===== src/lmw_pkg.sv =====
// Constants and types for the LIN transceiver mode and wake controller
// Operation
// After entering normal mode, wait the enabling time before passing any dominant.
// Dominant held across enabling must return recessive; next dominant bit is sent.
// Receive-only disables the driver, keeps reception; chip Normal or Stop only.
// Wake-capable selectable in Stop, Sleep, Restart, Normal; forced in Fail-Safe.
// Wake is a dominant longer than the filter, taking effect at the release.
// A wake pulls the receive output low until the mode is changed.
// Wake action by chip mode: interrupt low, or restart with supply ramp.
// After a wake the mode field keeps reading the wake-capable code.
// Writing another mode then wake-capable again rearms wake monitoring.
// Entering Stop, Sleep, Fail-Safe, or Stop commanded again, rearms wake.
// Wake in Stop or Normal is reported; no automatic move to Normal.
// Wake in Stop enables a disabled watchdog when the wake-watchdog bit is set.
// Wake from Sleep requests Restart, pulls receive low, gives no interrupt.
// Transmit input dominant past timeout blocks driver, flags fault until release.
// One control bit disables the transmit-dominant timeout.
// Bus dominant past timeout in normal or receive-only sets fault, mode unchanged.
// Supply undervoltage forces receive-only behaviour until the supply recovers.
// Low slope for 10.4 kBaud, normal slope for 20 kBaud; normal after reset.
// Slope written in chip Normal only, applied at select rising edge.
// Off is the reset mode, allowed in every chip mode, ignores wakes; the code refuses an Off write in Fail-Safe.
// Normal transceiver mode is selectable only in chip Normal mode.
// The wake dominant filter time lies between 30 and 150 us.
// Two-bit mode field; non-wake codes are parameters.
// Enabling, wake filter and timeout are parameterised cycle counts; the enabling count EN_CYC is a package constant, not a module parameter.
package lmw_pkg;
   localparam int         CLK_MHZ      = 250;
   localparam int         EN_TIME_US   = 10;
   localparam int         WAKE_FILT_US = 30;
   localparam int         TO_TIME_US   = 10000;
   localparam int         EN_CYC       = EN_TIME_US * CLK_MHZ;
   localparam int         WAKE_CYC_DEF = WAKE_FILT_US * CLK_MHZ;
   localparam int         TO_CYC_DEF   = TO_TIME_US * CLK_MHZ;
   localparam int         CNT_W        = 22;
   localparam int         FIFO_DEPTH   = 16;
   localparam logic [1:0] MODE_WAKE    = 2'h1;
   localparam logic [1:0] MODE_OFF_DEF = 2'h0;
   localparam logic [1:0] MODE_RX_DEF  = 2'h2;
   localparam logic [1:0] MODE_NRM_DEF = 2'h3;
   localparam logic [3:0] SYNC_RST     = 4'hB;

   typedef enum logic [4:0]
   {
      SBC_NORMAL   = 5'h01,
      SBC_STOP     = 5'h02,
      SBC_SLEEP    = 5'h04,
      SBC_RESTART  = 5'h08,
      SBC_FAILSAFE = 5'h10
   } lmw_sbc_type;

   typedef enum logic [7:0]
   {
      ST_OFF     = 8'h01,
      ST_EN_WAIT = 8'h02,
      ST_NORMAL  = 8'h04,
      ST_RXONLY  = 8'h08,
      ST_WK_IDLE = 8'h10,
      ST_WK_DOM  = 8'h20,
      ST_WK_QUAL = 8'h40,
      ST_WOKEN   = 8'h80
   } lmw_st_type;

   typedef struct packed
   {
      logic [1:0] mode_req;
      logic       mode_wr;
      logic       low_slope_select;
      logic       slope_wr;
      logic       transmit_timeout_disable;
      logic       watchdog_on_bus_wake_enable;
      logic       wd_disabled;
      logic       stop_cmd;
      logic       wake_clr;
      logic       fault_clr;
   } lmw_cfg_type;

   typedef struct packed
   {
      logic [1:0] transceiver_a_mode_field;
      logic       transceiver_a_fault_flag;
      logic       txd_timeout_stat;
      logic       bus_clamp_stat;
      logic       wake_source_status_reg;
      logic       low_slope_active;
      logic       driver_enable;
   } lmw_stat_type;

   typedef struct packed
   {
      logic restart_req;
      logic supply_ramp_req;
      logic wd_enable_req;
   } lmw_req_type;

   typedef struct packed
   {
      logic [4:0] sbc;
      logic       clamp;
      logic       txd_to;
      logic       wake;
   } lmw_evt_type;
endpackage

===== src/lmw_ctrl.sv =====
// LIN transceiver mode, wake and fault control
`timescale 1ns/100ps
module lmw_ctrl
#(
   parameter int         WAKE_CYC  = lmw_pkg::WAKE_CYC_DEF,
   parameter int         TO_CYC    = lmw_pkg::TO_CYC_DEF,
   parameter logic [1:0] MODE_OFF  = lmw_pkg::MODE_OFF_DEF,
   parameter logic [1:0] MODE_RX   = lmw_pkg::MODE_RX_DEF,
   parameter logic [1:0] MODE_NRM  = lmw_pkg::MODE_NRM_DEF
)
(
   // Clock and reset
   input  wire logic                 sys_clk,
   input  wire logic                 rst_n,
   // Pins and analog front end
   input  wire logic                 lin_transmit_input,
   input  wire logic                 bus_rx_level,
   input  wire logic                 supply_uv,
   input  wire logic                 spi_select_low,
   output logic                      lin_receive_output,
   output logic                      bus_drive_dominant,
   // Chip mode and configuration
   input  wire lmw_pkg::lmw_sbc_type sbc_mode,
   input  wire lmw_pkg::lmw_cfg_type cfg,
   // Status and requests
   output lmw_pkg::lmw_stat_type     stat,
   output lmw_pkg::lmw_req_type      req,
   output logic                      int_n,
   // Event stream
   output logic                      evt_valid,
   input  wire logic                 evt_ready,
   output lmw_pkg::lmw_evt_type      evt_data
);
   import lmw_pkg::*;

   logic [3:0]       sync1_r;
   logic [3:0]       sync2_r;
   logic             txd_s;
   logic             bus_s;
   logic             uv_s;
   logic             cs_s;
   logic             cs_prev_r;
   lmw_sbc_type      sbc_prev_r;
   lmw_st_type       st_r;
   logic [CNT_W-1:0] cnt_r;
   logic [CNT_W-1:0] txd_cnt_r;
   logic [CNT_W-1:0] bus_cnt_r;
   logic [1:0]       mode_r;
   logic             tx_arm_r;
   logic             txd_block_r;
   logic             bus_drive_r;
   logic             driver_en_r;
   logic             rx_r;
   logic             fault_r;
   logic             txd_stat_r;
   logic             clamp_stat_r;
   logic             wake_stat_r;
   logic             slope_pend_r;
   logic             low_slope_r;
   logic             int_n_r;
   lmw_req_type      req_r;
   logic [2:0]       evt_pend_r;
   logic             push_ready;
   logic             mode_chg;
   logic             rearm;
   logic             wake_evt;
   logic             txd_to_evt;
   logic             clamp_evt;
   logic             line_on;

   function automatic logic mode_ok(input logic [1:0] m,
                                    input lmw_sbc_type s);
      if (m == MODE_NRM)
         mode_ok = (s == SBC_NORMAL);
      else if (m == MODE_RX)
         mode_ok = (s == SBC_NORMAL) || (s == SBC_STOP);
      else
         mode_ok = (s != SBC_FAILSAFE);
   endfunction

   function automatic logic [CNT_W-1:0] inc(input logic [CNT_W-1:0] c);
      inc = (&c) ? c : c + 1'b1;
   endfunction

   function automatic lmw_st_type entry(input logic [1:0] m);
      if (m == MODE_NRM)
         entry = ST_EN_WAIT;
      else if (m == MODE_RX)
         entry = ST_RXONLY;
      else if (m == MODE_WAKE)
         entry = ST_WK_IDLE;
      else
         entry = ST_OFF;
   endfunction

   // Pin synchronisers
   always_ff @(posedge sys_clk or negedge rst_n)
   begin
      if (!rst_n)
      begin
         sync1_r   <= SYNC_RST;
         sync2_r   <= SYNC_RST;
         cs_prev_r <= 1'b1;
      end
      else
      begin
         sync1_r   <= {spi_select_low, supply_uv, bus_rx_level,
                       lin_transmit_input};
         sync2_r   <= sync1_r;
         cs_prev_r <= cs_s;
      end
   end

   assign txd_s = sync2_r[0];
   assign bus_s = sync2_r[1];
   assign uv_s  = sync2_r[2];
   assign cs_s  = sync2_r[3];

   assign mode_chg = cfg.mode_wr && mode_ok(cfg.mode_req, sbc_mode)
                     && (cfg.mode_req != mode_r);
   assign rearm = ((sbc_mode != sbc_prev_r) &&
                   (sbc_mode == SBC_STOP || sbc_mode == SBC_SLEEP ||
                    sbc_mode == SBC_FAILSAFE))
                  || (sbc_mode == SBC_STOP && cfg.stop_cmd);
   assign wake_evt = (st_r == ST_WK_QUAL) && bus_s && !mode_chg
                     && !rearm;
   assign line_on = (st_r == ST_NORMAL) || (st_r == ST_EN_WAIT)
                    || (st_r == ST_RXONLY);
   assign txd_to_evt = (st_r == ST_NORMAL) && !txd_s && !txd_block_r
                       && !cfg.transmit_timeout_disable
                       && (txd_cnt_r == CNT_W'(TO_CYC - 1));
   assign clamp_evt = line_on && !bus_s
                      && (bus_cnt_r == CNT_W'(TO_CYC - 1));

   // Mode field
   always_ff @(posedge sys_clk or negedge rst_n)
   begin
      if (!rst_n)
      begin
         mode_r     <= MODE_OFF;
         sbc_prev_r <= SBC_NORMAL;
      end
      else
      begin
         sbc_prev_r <= sbc_mode;
         if (sbc_mode == SBC_FAILSAFE)
            mode_r <= MODE_WAKE;
         else if (mode_chg)
            mode_r <= cfg.mode_req;
      end
   end

   // Transceiver state and shared timer
   always_ff @(posedge sys_clk or negedge rst_n)
   begin
      if (!rst_n)
      begin
         st_r  <= ST_OFF;
         cnt_r <= '0;
      end
      else if (mode_chg)
      begin
         st_r  <= entry(cfg.mode_req);
         cnt_r <= '0;
      end
      else if ((sbc_mode == SBC_FAILSAFE && mode_r != MODE_WAKE)
               || (rearm && mode_r == MODE_WAKE))
      begin
         st_r  <= ST_WK_IDLE;
         cnt_r <= '0;
      end
      else
      begin
         case (st_r)
            ST_EN_WAIT:
            begin
               cnt_r <= inc(cnt_r);
               if (cnt_r == CNT_W'(EN_CYC - 1))
                  st_r <= ST_NORMAL;
            end
            ST_WK_IDLE:
            begin
               cnt_r <= '0;
               if (!bus_s)
                  st_r <= ST_WK_DOM;
            end
            ST_WK_DOM:
            begin
               cnt_r <= inc(cnt_r);
               if (bus_s)
                  st_r <= ST_WK_IDLE;
               else if (cnt_r == CNT_W'(WAKE_CYC - 1))
                  st_r <= ST_WK_QUAL;
            end
            ST_WK_QUAL:
            begin
               if (bus_s)
                  st_r <= ST_WOKEN;
            end
            default:
               st_r <= st_r;
         endcase
      end
   end

   // Transmit path gating
   always_ff @(posedge sys_clk or negedge rst_n)
   begin
      if (!rst_n)
      begin
         tx_arm_r    <= 1'b0;
         txd_cnt_r   <= '0;
         txd_block_r <= 1'b0;
         bus_drive_r <= 1'b0;
         driver_en_r <= 1'b0;
      end
      else
      begin
         tx_arm_r <= (st_r == ST_NORMAL) && (tx_arm_r || txd_s);
         txd_cnt_r <= (txd_s || st_r != ST_NORMAL) ? '0 : inc(txd_cnt_r);
         if (txd_s)
            txd_block_r <= 1'b0;
         else if (txd_to_evt)
            txd_block_r <= 1'b1;
         driver_en_r <= (st_r == ST_NORMAL) && !uv_s
                        && !txd_block_r;
         bus_drive_r <= (st_r == ST_NORMAL) && tx_arm_r && !txd_s
                        && !txd_block_r && !uv_s;
      end
   end

   // Receive output and bus clamp timer
   always_ff @(posedge sys_clk or negedge rst_n)
   begin
      if (!rst_n)
      begin
         rx_r      <= 1'b1;
         bus_cnt_r <= '0;
      end
      else
      begin
         if (st_r == ST_WOKEN)
            rx_r <= 1'b0;
         else
            rx_r <= line_on ? bus_s : 1'b1;
         bus_cnt_r <= (bus_s || !line_on) ? '0 : inc(bus_cnt_r);
      end
   end

   // Sticky status, set wins over clear
   always_ff @(posedge sys_clk or negedge rst_n)
   begin
      if (!rst_n)
      begin
         fault_r      <= 1'b0;
         txd_stat_r   <= 1'b0;
         clamp_stat_r <= 1'b0;
         wake_stat_r  <= 1'b0;
      end
      else
      begin
         fault_r      <= txd_to_evt || clamp_evt
                         || (fault_r && !cfg.fault_clr);
         txd_stat_r   <= txd_to_evt || (txd_stat_r && !cfg.fault_clr);
         clamp_stat_r <= clamp_evt || (clamp_stat_r && !cfg.fault_clr);
         wake_stat_r  <= wake_evt
                         || (wake_stat_r && !cfg.wake_clr);
      end
   end

   // Wake actions by chip mode
   always_ff @(posedge sys_clk or negedge rst_n)
   begin
      if (!rst_n)
      begin
         int_n_r <= 1'b1;
         req_r   <= '0;
      end
      else
      begin
         int_n_r <= !(wake_evt && (sbc_mode == SBC_NORMAL ||
                                   sbc_mode == SBC_STOP));
         req_r.restart_req <= wake_evt && (sbc_mode == SBC_SLEEP ||
                              sbc_mode == SBC_FAILSAFE);
         req_r.supply_ramp_req <= wake_evt && (sbc_mode == SBC_SLEEP ||
                                  sbc_mode == SBC_FAILSAFE);
         req_r.wd_enable_req <= wake_evt && sbc_mode == SBC_STOP
                                && cfg.wd_disabled
                                && cfg.watchdog_on_bus_wake_enable;
      end
   end

   // Slope selection
   always_ff @(posedge sys_clk or negedge rst_n)
   begin
      if (!rst_n)
      begin
         slope_pend_r <= 1'b0;
         low_slope_r  <= 1'b0;
      end
      else
      begin
         if (cfg.slope_wr && sbc_mode == SBC_NORMAL)
            slope_pend_r <= cfg.low_slope_select;
         if (cs_s && !cs_prev_r)
            low_slope_r <= slope_pend_r;
      end
   end

   // Pending events held while the FIFO is full
   always_ff @(posedge sys_clk or negedge rst_n)
   begin
      if (!rst_n)
         evt_pend_r <= 3'h0;
      else
         evt_pend_r <= ((|evt_pend_r && push_ready) ? 3'h0 : evt_pend_r)
                       | {clamp_evt, txd_to_evt, wake_evt};
   end

   lmw_fifo
   #(
      .W     ($bits(lmw_evt_type)),
      .DEPTH (FIFO_DEPTH),
      .AW    (4)
   )
   u_fifo
   (
      .sys_clk   (sys_clk),
      .rst_n     (rst_n),
      .in_valid  (|evt_pend_r),
      .in_ready  (push_ready),
      .in_data   ({sbc_prev_r, evt_pend_r}),
      .out_valid (evt_valid),
      .out_ready (evt_ready),
      .out_data  (evt_data)
   );

   assign lin_receive_output = rx_r;
   assign bus_drive_dominant = bus_drive_r;
   assign int_n = int_n_r;
   assign req = req_r;
   assign stat = '{transceiver_a_mode_field: mode_r,
                   transceiver_a_fault_flag: fault_r,
                   txd_timeout_stat:         txd_stat_r,
                   bus_clamp_stat:           clamp_stat_r,
                   wake_source_status_reg:   wake_stat_r,
                   low_slope_active:         low_slope_r,
                   driver_enable:            driver_en_r};
endmodule // lmw_ctrl


===== src/lmw_fifo.sv =====
// Event FIFO with valid and ready on both sides
`timescale 1ns/100ps
module lmw_fifo
#(
   parameter int W     = 8,
   parameter int DEPTH = 16,
   parameter int AW    = 4
)
(
   // Clock and reset
   input  wire logic         sys_clk,
   input  wire logic         rst_n,
   // Fill side
   input  wire logic         in_valid,
   output logic              in_ready,
   input  wire logic [W-1:0] in_data,
   // Drain side
   output logic              out_valid,
   input  wire logic         out_ready,
   output logic [W-1:0]      out_data
);
   logic [W-1:0] mem [DEPTH];
   logic [AW:0]  wp_r;
   logic [AW:0]  rp_r;
   logic         full;
   logic         empty;

   assign empty     = (wp_r == rp_r);
   assign full      = (wp_r[AW] != rp_r[AW]) && (wp_r[AW-1:0] == rp_r[AW-1:0]);
   assign in_ready  = !full;
   assign out_valid = !empty;
   assign out_data  = mem[rp_r[AW-1:0]];

   always_ff @(posedge sys_clk)
   begin
      if (in_valid && !full)
         mem[wp_r[AW-1:0]] <= in_data;
   end

   always_ff @(posedge sys_clk or negedge rst_n)
   begin
      if (!rst_n)
      begin
         wp_r <= '0;
         rp_r <= '0;
      end
      else
      begin
         if (in_valid && !full)
            wp_r <= wp_r + 1'b1;
         if (out_ready && !empty)
            rp_r <= rp_r + 1'b1;
      end
   end
endmodule // lmw_fifo


===== config.mk =====
export PLATFORM = sky130hd
export DESIGN_NAME = lmw_ctrl
export DESIGN_NICKNAME = d
export VERILOG_FILES = /design/src/lmw_pkg.sv /design/src/lmw_ctrl.sv /design/src/lmw_fifo.sv
export SDC_FILE = /design/constraint.sdc
export NUM_CORES = 1
export LEC_CHECK = 0
export BUFFER_PORTS_ARGS = -buffer_cell sky130_fd_sc_hd__buf_4
export CAP_MARGIN = 0
export CORE_MARGIN = 8
export CORE_UTILIZATION = 30
export DETAILED_ROUTE_END_ITERATION = 16
export GPL_TIMING_DRIVEN = 0
export REMOVE_ABC_BUFFERS = 1
export SKIP_LAST_GASP = 1
export SLEW_MARGIN = 25
export SYNTH_ARGS = -nofsm -noshare
export SYNTH_HDL_FRONTEND = slang
export SYNTH_SLANG_ARGS = --single-unit
export TNS_END_PERCENT = 20

===== constraint.sdc =====
create_clock -name sys_clk -period 3 [get_ports sys_clk]
set_input_delay 0.3 -clock sys_clk [delete_from_list [all_inputs] [get_ports sys_clk]]
set_output_delay 0.3 -clock sys_clk [all_outputs]
set_load 0.05 [all_outputs]

# == Yosys cells after proc, flatten, opt, wreduce, memory -nomap -nowiden ==
# Memories as Yosys holds them, arrays and structs flattened.
# Cells that the tools add are included.
# totals
regBits,117
ramBits,128
in_bits,23
out_inout_bits,23
word_cells,174
n_memories,1
# classes
add_sub_neg,5
eq_ne,34
n_mux,30
bitwise,1
n_reduce_logical,77
# memory_table
memory,depth,word_bits,rd,rd_clocked_by_memory_dff,write_ports,line_no,rtl
u_fifo.mem,16,8,1,0,1,lmw_fifo.sv:22,logic [W-1:0] mem [DEPTH];
# ops
operator,n
2-to-1 mux 22 bit,7
"adder 22 x 1 -> 22 bit, second input constant",3
AND reduction 22 bit,3
2-to-1 mux 8 bit,7
"equality test 22 bit, second input constant",2
one-hot mux 22 bit (2 select lines),1
logical AND 1 bit,36
one-hot mux 8 bit (4 select lines),1
"equality test 22 x 12 -> 1 bit, second input constant",1
"equality test 22 x 13 -> 1 bit, second input constant",1
logical OR 1 bit,16
2-to-1 mux 5 bit,3
zero test 1 bit,14
"adder 5 x 1 -> 5 bit, second input constant",2
"inequality test 5 bit, second input constant",2
"equality test 8 x 2 -> 1 bit, second input constant",1
"equality test 8 x 3 -> 1 bit, second input constant",1
"equality test 8 x 4 -> 1 bit, second input constant",1
"equality test 8 x 5 -> 1 bit, second input constant",1
"equality test 8 x 6 -> 1 bit, second input constant",1
"equality test 8 x 7 -> 1 bit, second input constant",1
"equality test 8 bit, second input constant",1
2-to-1 mux 1 bit,8
"inequality test 4 bit, second input constant",2
other kinds (26),31

# == Longest topological paths before layout ==
# logic_depth
depth_word,12
ltp_mapped,9
ltp_nobuf,7

# == Hierarchy ==
# From an unflattened synthesis, not the netlist that was laid out.
# unflattened
hier_cells,888
area_unflattened_um2,11473.5
# modules_own_cells
mod,n_inst,cells_each,area_each_um2,seq_area_each_um2
lmw_ctrl,1,595,5801.8,2691.3
lmw_fifo,1,293,5671.7,4093.9

# == Worst setup path before layout ==
# No wires, ideal clock.
# synth_path
kind,register to register
from,register u_fifo.rp_r[0]
to,memory u_fifo.mem[3][0] (enable)
arrival_time_ns,2.110
t_required_ns,2.617
slack_ns,0.507
stages_incl_launch_ff,8
path_buffers,1
path_cell_list,dfrtp_1 > clkbuf_1 > xnor2_1 > nand4_1 > nor2b_1 > nor2_1 > nand2_1 > nor3_1
# synth_between
elab_chain_cells,6
# synth_rtl
item,line_no,rtl
from (decl),lmw_fifo.sv:24,logic [AW:0] rp_r;
from (signal assigned),lmw_fifo.sv:52,rp_r <= rp_r + 1'b1;
equality test 4 bit,lmw_fifo.sv:29,assign full = (wp_r[AW] != rp_r[AW]) && (wp_r[AW-1:0] == rp_r[AW-1:0]);
logical AND 1 bit,lmw_fifo.sv:29,
zero test 1 bit,lmw_fifo.sv:36,if (in_valid && !full)
logical AND 1 bit,lmw_fifo.sv:36,
2-to-1 mux 1 bit,lmw_fifo.sv:36,
2-to-1 mux 1 bit (not written as such),lmw_fifo.sv:37,mem[wp_r[AW-1:0]] <= in_data;
to (decl),lmw_fifo.sv:22,
# No other way between the ends.

==> results.tsv <==
stage	metric	value	unit
setup_path	endpoint	evt_data[1]	
setup_path	r2r_end	fault_r$_DFF_PN0_	
layout	layoutNonFillerInstCount	1372	
sta	fmax	333	MHz
layout	area_growth	16.9	%
sta	hold_viol	0	
routing	drtIter0Drc	385	
setup_path	startpoint_type	register	
sta	worst_pin_slew	935	ps
floorplanning	rows	70	
synth	ys_seq_area_frac	0.607	
synth	syn_area	0.0112	mm2
setup_path	r2r_cells	6	
clock_tree	cts_buffers	26	
synth	syn_inst	831	
routing	via_count	6858	
sta	final.min_clock_period	3010	ps
floorplanning	die_y	209	um
synth	synth.avg_cell_area	13.4	um2
placement	dp_slack	-102	ps
setup_path	critPathKind	register to output pin	
placement	hpwl	16.4	mm
synth	async_flop_share	0.478	
floorplanning	coreArea	0.0366	mm2
setup_path	crit_arrival	2710	ps
setup_path	cp.required	2700	ps
power	swShare	0.296	
clock_tree	clockBufferDepth	3	
routing	wl	23.6	mm
floorplanning	ios	46	
synth	yosys-top-cells-area	edfxtp_1 34%, dfrtp_1 24%, mux4_2 8.1%, dfstp_2 2.6%, xnor2_1 2.5%	
routing	routedWlPerCell	17.2	um
grt	grt_pass1_vias	7006	
routing	drtAntennaViolNets	0	
sta	setup_slack	-7.05	ps
synth	synth_edf_count	128	
grt	grt_usage	0.108	
sta	fin_crit_sh	1.00	
grt	antenna_found_initial	0	
placement	io_buffers	45	
setup_path	end_kind	output pin	
sta	skew	9.42	ps
layout	drive_above_1_share	0.219	
setup_path	crit_start	u_fifo.rp_r[0]$_DFFE_PN0P_	
power	p_leak	4.60	nW
synth	yosysWarnings	0	
setup_path	reg2reg_slack	270	ps
clock_tree	cts_tree	built	
layout	nNetsFinal	915	
grt	grt_pass1_wl	39.1	mm
sta	tns	-7.05	ps
layout	mostFrequentLayoutCell	edfxtp_1	
sta	drv_slew	0	
power	comb_power_share	0.223	
synth	synth.largest_area_cell	edfxtp_1	
grt	grt_max_degree	64	
clock_tree	path_clk_slew	60	ps
power	total_power	9.08	mW
sta	setup_viol	1	
outcome	violations	setup timing	
floorplanning	die_x	209	um
synth	synth_top_area_frac	0.344	
sta	max_slew_margin	0.371	
routing	viasPerCell	5.00	
power	switchingPower	2.69	mW
setup_path	rr_startpoint	st_r[7]$_DFFE_PN0P_	
clock_tree	cts_sinks	245	
clock_tree	h-tree-depth	1	
power	power_frac_clock	0.345	
grt	grt-ovfl-total	0	
job	drv_cap	0	
clock_tree	worstSkewPairLatency	530	ps
power	power_frac_seq	0.432	
layout	layout_common_cells	128 x edfxtp_1, 104 x dfrtp_1, 59 x nor2_1	
min_path	hp-class	input pin to register	
sta	rsz0062_at_grt	yes	
placement	gp_congestion	0.781	
floorplanning	start_util	0.305	
setup_path	path_max_fanout	20	
routing	firstDrtPassIters	5	
clock_tree	cts-root-buf	clkbuf_16	
power	vdd_drop_max	447	uV
synth	synthFlopType	edfxtp_1	
synth	synth_cell_types	75	
power	p_per_area	695	mW/mm2
outcome	status	finished, violations left	
clock_tree	post_cts_buffers	0	
layout	num_antenna_cells	0	
synth	ys_seq_elements	245	
floorplanning	die-area	0.0437	mm2
routing	drc_errors	0	
placement	dpl.cell_count	1312	
power	intPower	6.39	mW
## stage by stage
| step | utilization | cell area [um2] | hold WS (ps) |
|---|---|---|---|
| 2_1_floorplan | - | 10900 | 4.41 |
| 3_3_place_gp | 0.324 | 11900 | 347 |
| 6_report | 0.357 | 13100 | 48.9 |
| 5_1_grt | 0.357 | 13100 | 62.0 |
| 3_5_place_dp | 0.329 | 12100 | 254 |
| 4_1_cts | 0.356 | 13000 | 18.1 |
## power by group through the flow
stage	logic (mW)	clock network (mW)	registers, mW
floorplan	1.34	0	4.03
global placement	1.81	0	4.13
detailed placement	2.04	0	4.01
CTS	2.06	3.23	3.94
global route	2.17	3.35	3.97
finish	2.02	3.13	3.93
## final cells by class
| type | count | area, um2 |
|---|---|---|
| Clock buffer | 40 | 763 |
| Clock inverter | 8 | 78.8 |
| Fill cell | 3552 | 23500 |
| Inverter | 21 | 78.8 |
| Multi-Input combinational cell | 524 | 4170 |
| Sequential cell | 245 | 6790 |
| Tap cell | 468 | 586 |
| Timing Repair Buffer | 66 | 598 |
## state kept, by name, indices dropped and copies added, names as in the netlist, 5 cells and up
register,count
u_fifo.rp_r,5
u_fifo.wp_r,5
bus_cnt_r,22
st_r,8
cnt_r,22
u_fifo.mem,128
txd_cnt_r,22
sbc_prev_r,5
## layer usage
metal	routed length (um)	track usage	up-vias	share of wire
li1	-	-	3257	-
met1	10800	0.144	3459	0.46
met2	11400	0.180	111	0.48
met3	1060	0.0205	31	0.045
met4	404	0.0241	0	0.017
met5	0	0	-	0
## what timing repair did
action / in CTS / in global routing
gates resized for setup: 1 / 14
hold endpoints to repair: 55 / 0
pin swaps: 0 / 0
endpoints found under the setup margin: 72 / 126
hold buffers: 12 / 0
## synthesized netlist by cell type (6+ instances only)
master and instances:
clkbuf_1 17, a21oi_1 10, o31ai_1 6, and3_1 14, nor4b_1 7, nand4_1 27, edfxtp_1 128, nand2_1 52
o2111ai_1 9, dfstp_2 11, dfrtp_1 106, nand3b_1 9, inv_1 21, mux4_2 40, buf_4 9, xnor2_1 32
ha_1 8, and4_1 9, a22o_1 11, xor2_1 28, nand3_1 38, buf_2 10, a211oi_1 6, nor2_1 71
o21ai_0 20, mux2i_1 7, and2_1 6, nor4_1 12, nor3_1 25
## worst min path at each step
stage                     slack, ps                        end                  from  cells after the start
after floorplan                   4   bus_cnt_r[0]$_DFFE_PN0P_                 rst_n                      0
after global placement          350       sync2_r[1]$_DFF_PN1_  sync1_r[1]$_DFF_PN1_                      0
after detailed placement        250  txd_cnt_r[12]$_DFFE_PN0P_                 rst_n                      1
after CTS                        20        st_r[3]$_DFFE_PN0P_               cfg[10]                      2
after global routing             60        st_r[3]$_DFFE_PN0P_               cfg[10]                      2
final                            50        st_r[3]$_DFFE_PN0P_               cfg[10]                      2
## logic make-up after synthesis
group	share of synthesized area
AO/OA/AOI/OAI	0.0593
XOR/XNOR	0.0470
adder cells (fa/ha/maj)	0.00896
buffers and inverters	0.0277
flip-flops	0.607
multiplexers	0.0922
AND/OR/NAND/NOR	0.158
## worst max-delay path, cell delays in order (launching register included)
cell	delay, ps
dfrtp_4	660
buf_12	250
mux4_2	570
mux4_2	480
buf_4	200
Power figures use the tool's default switching activity.
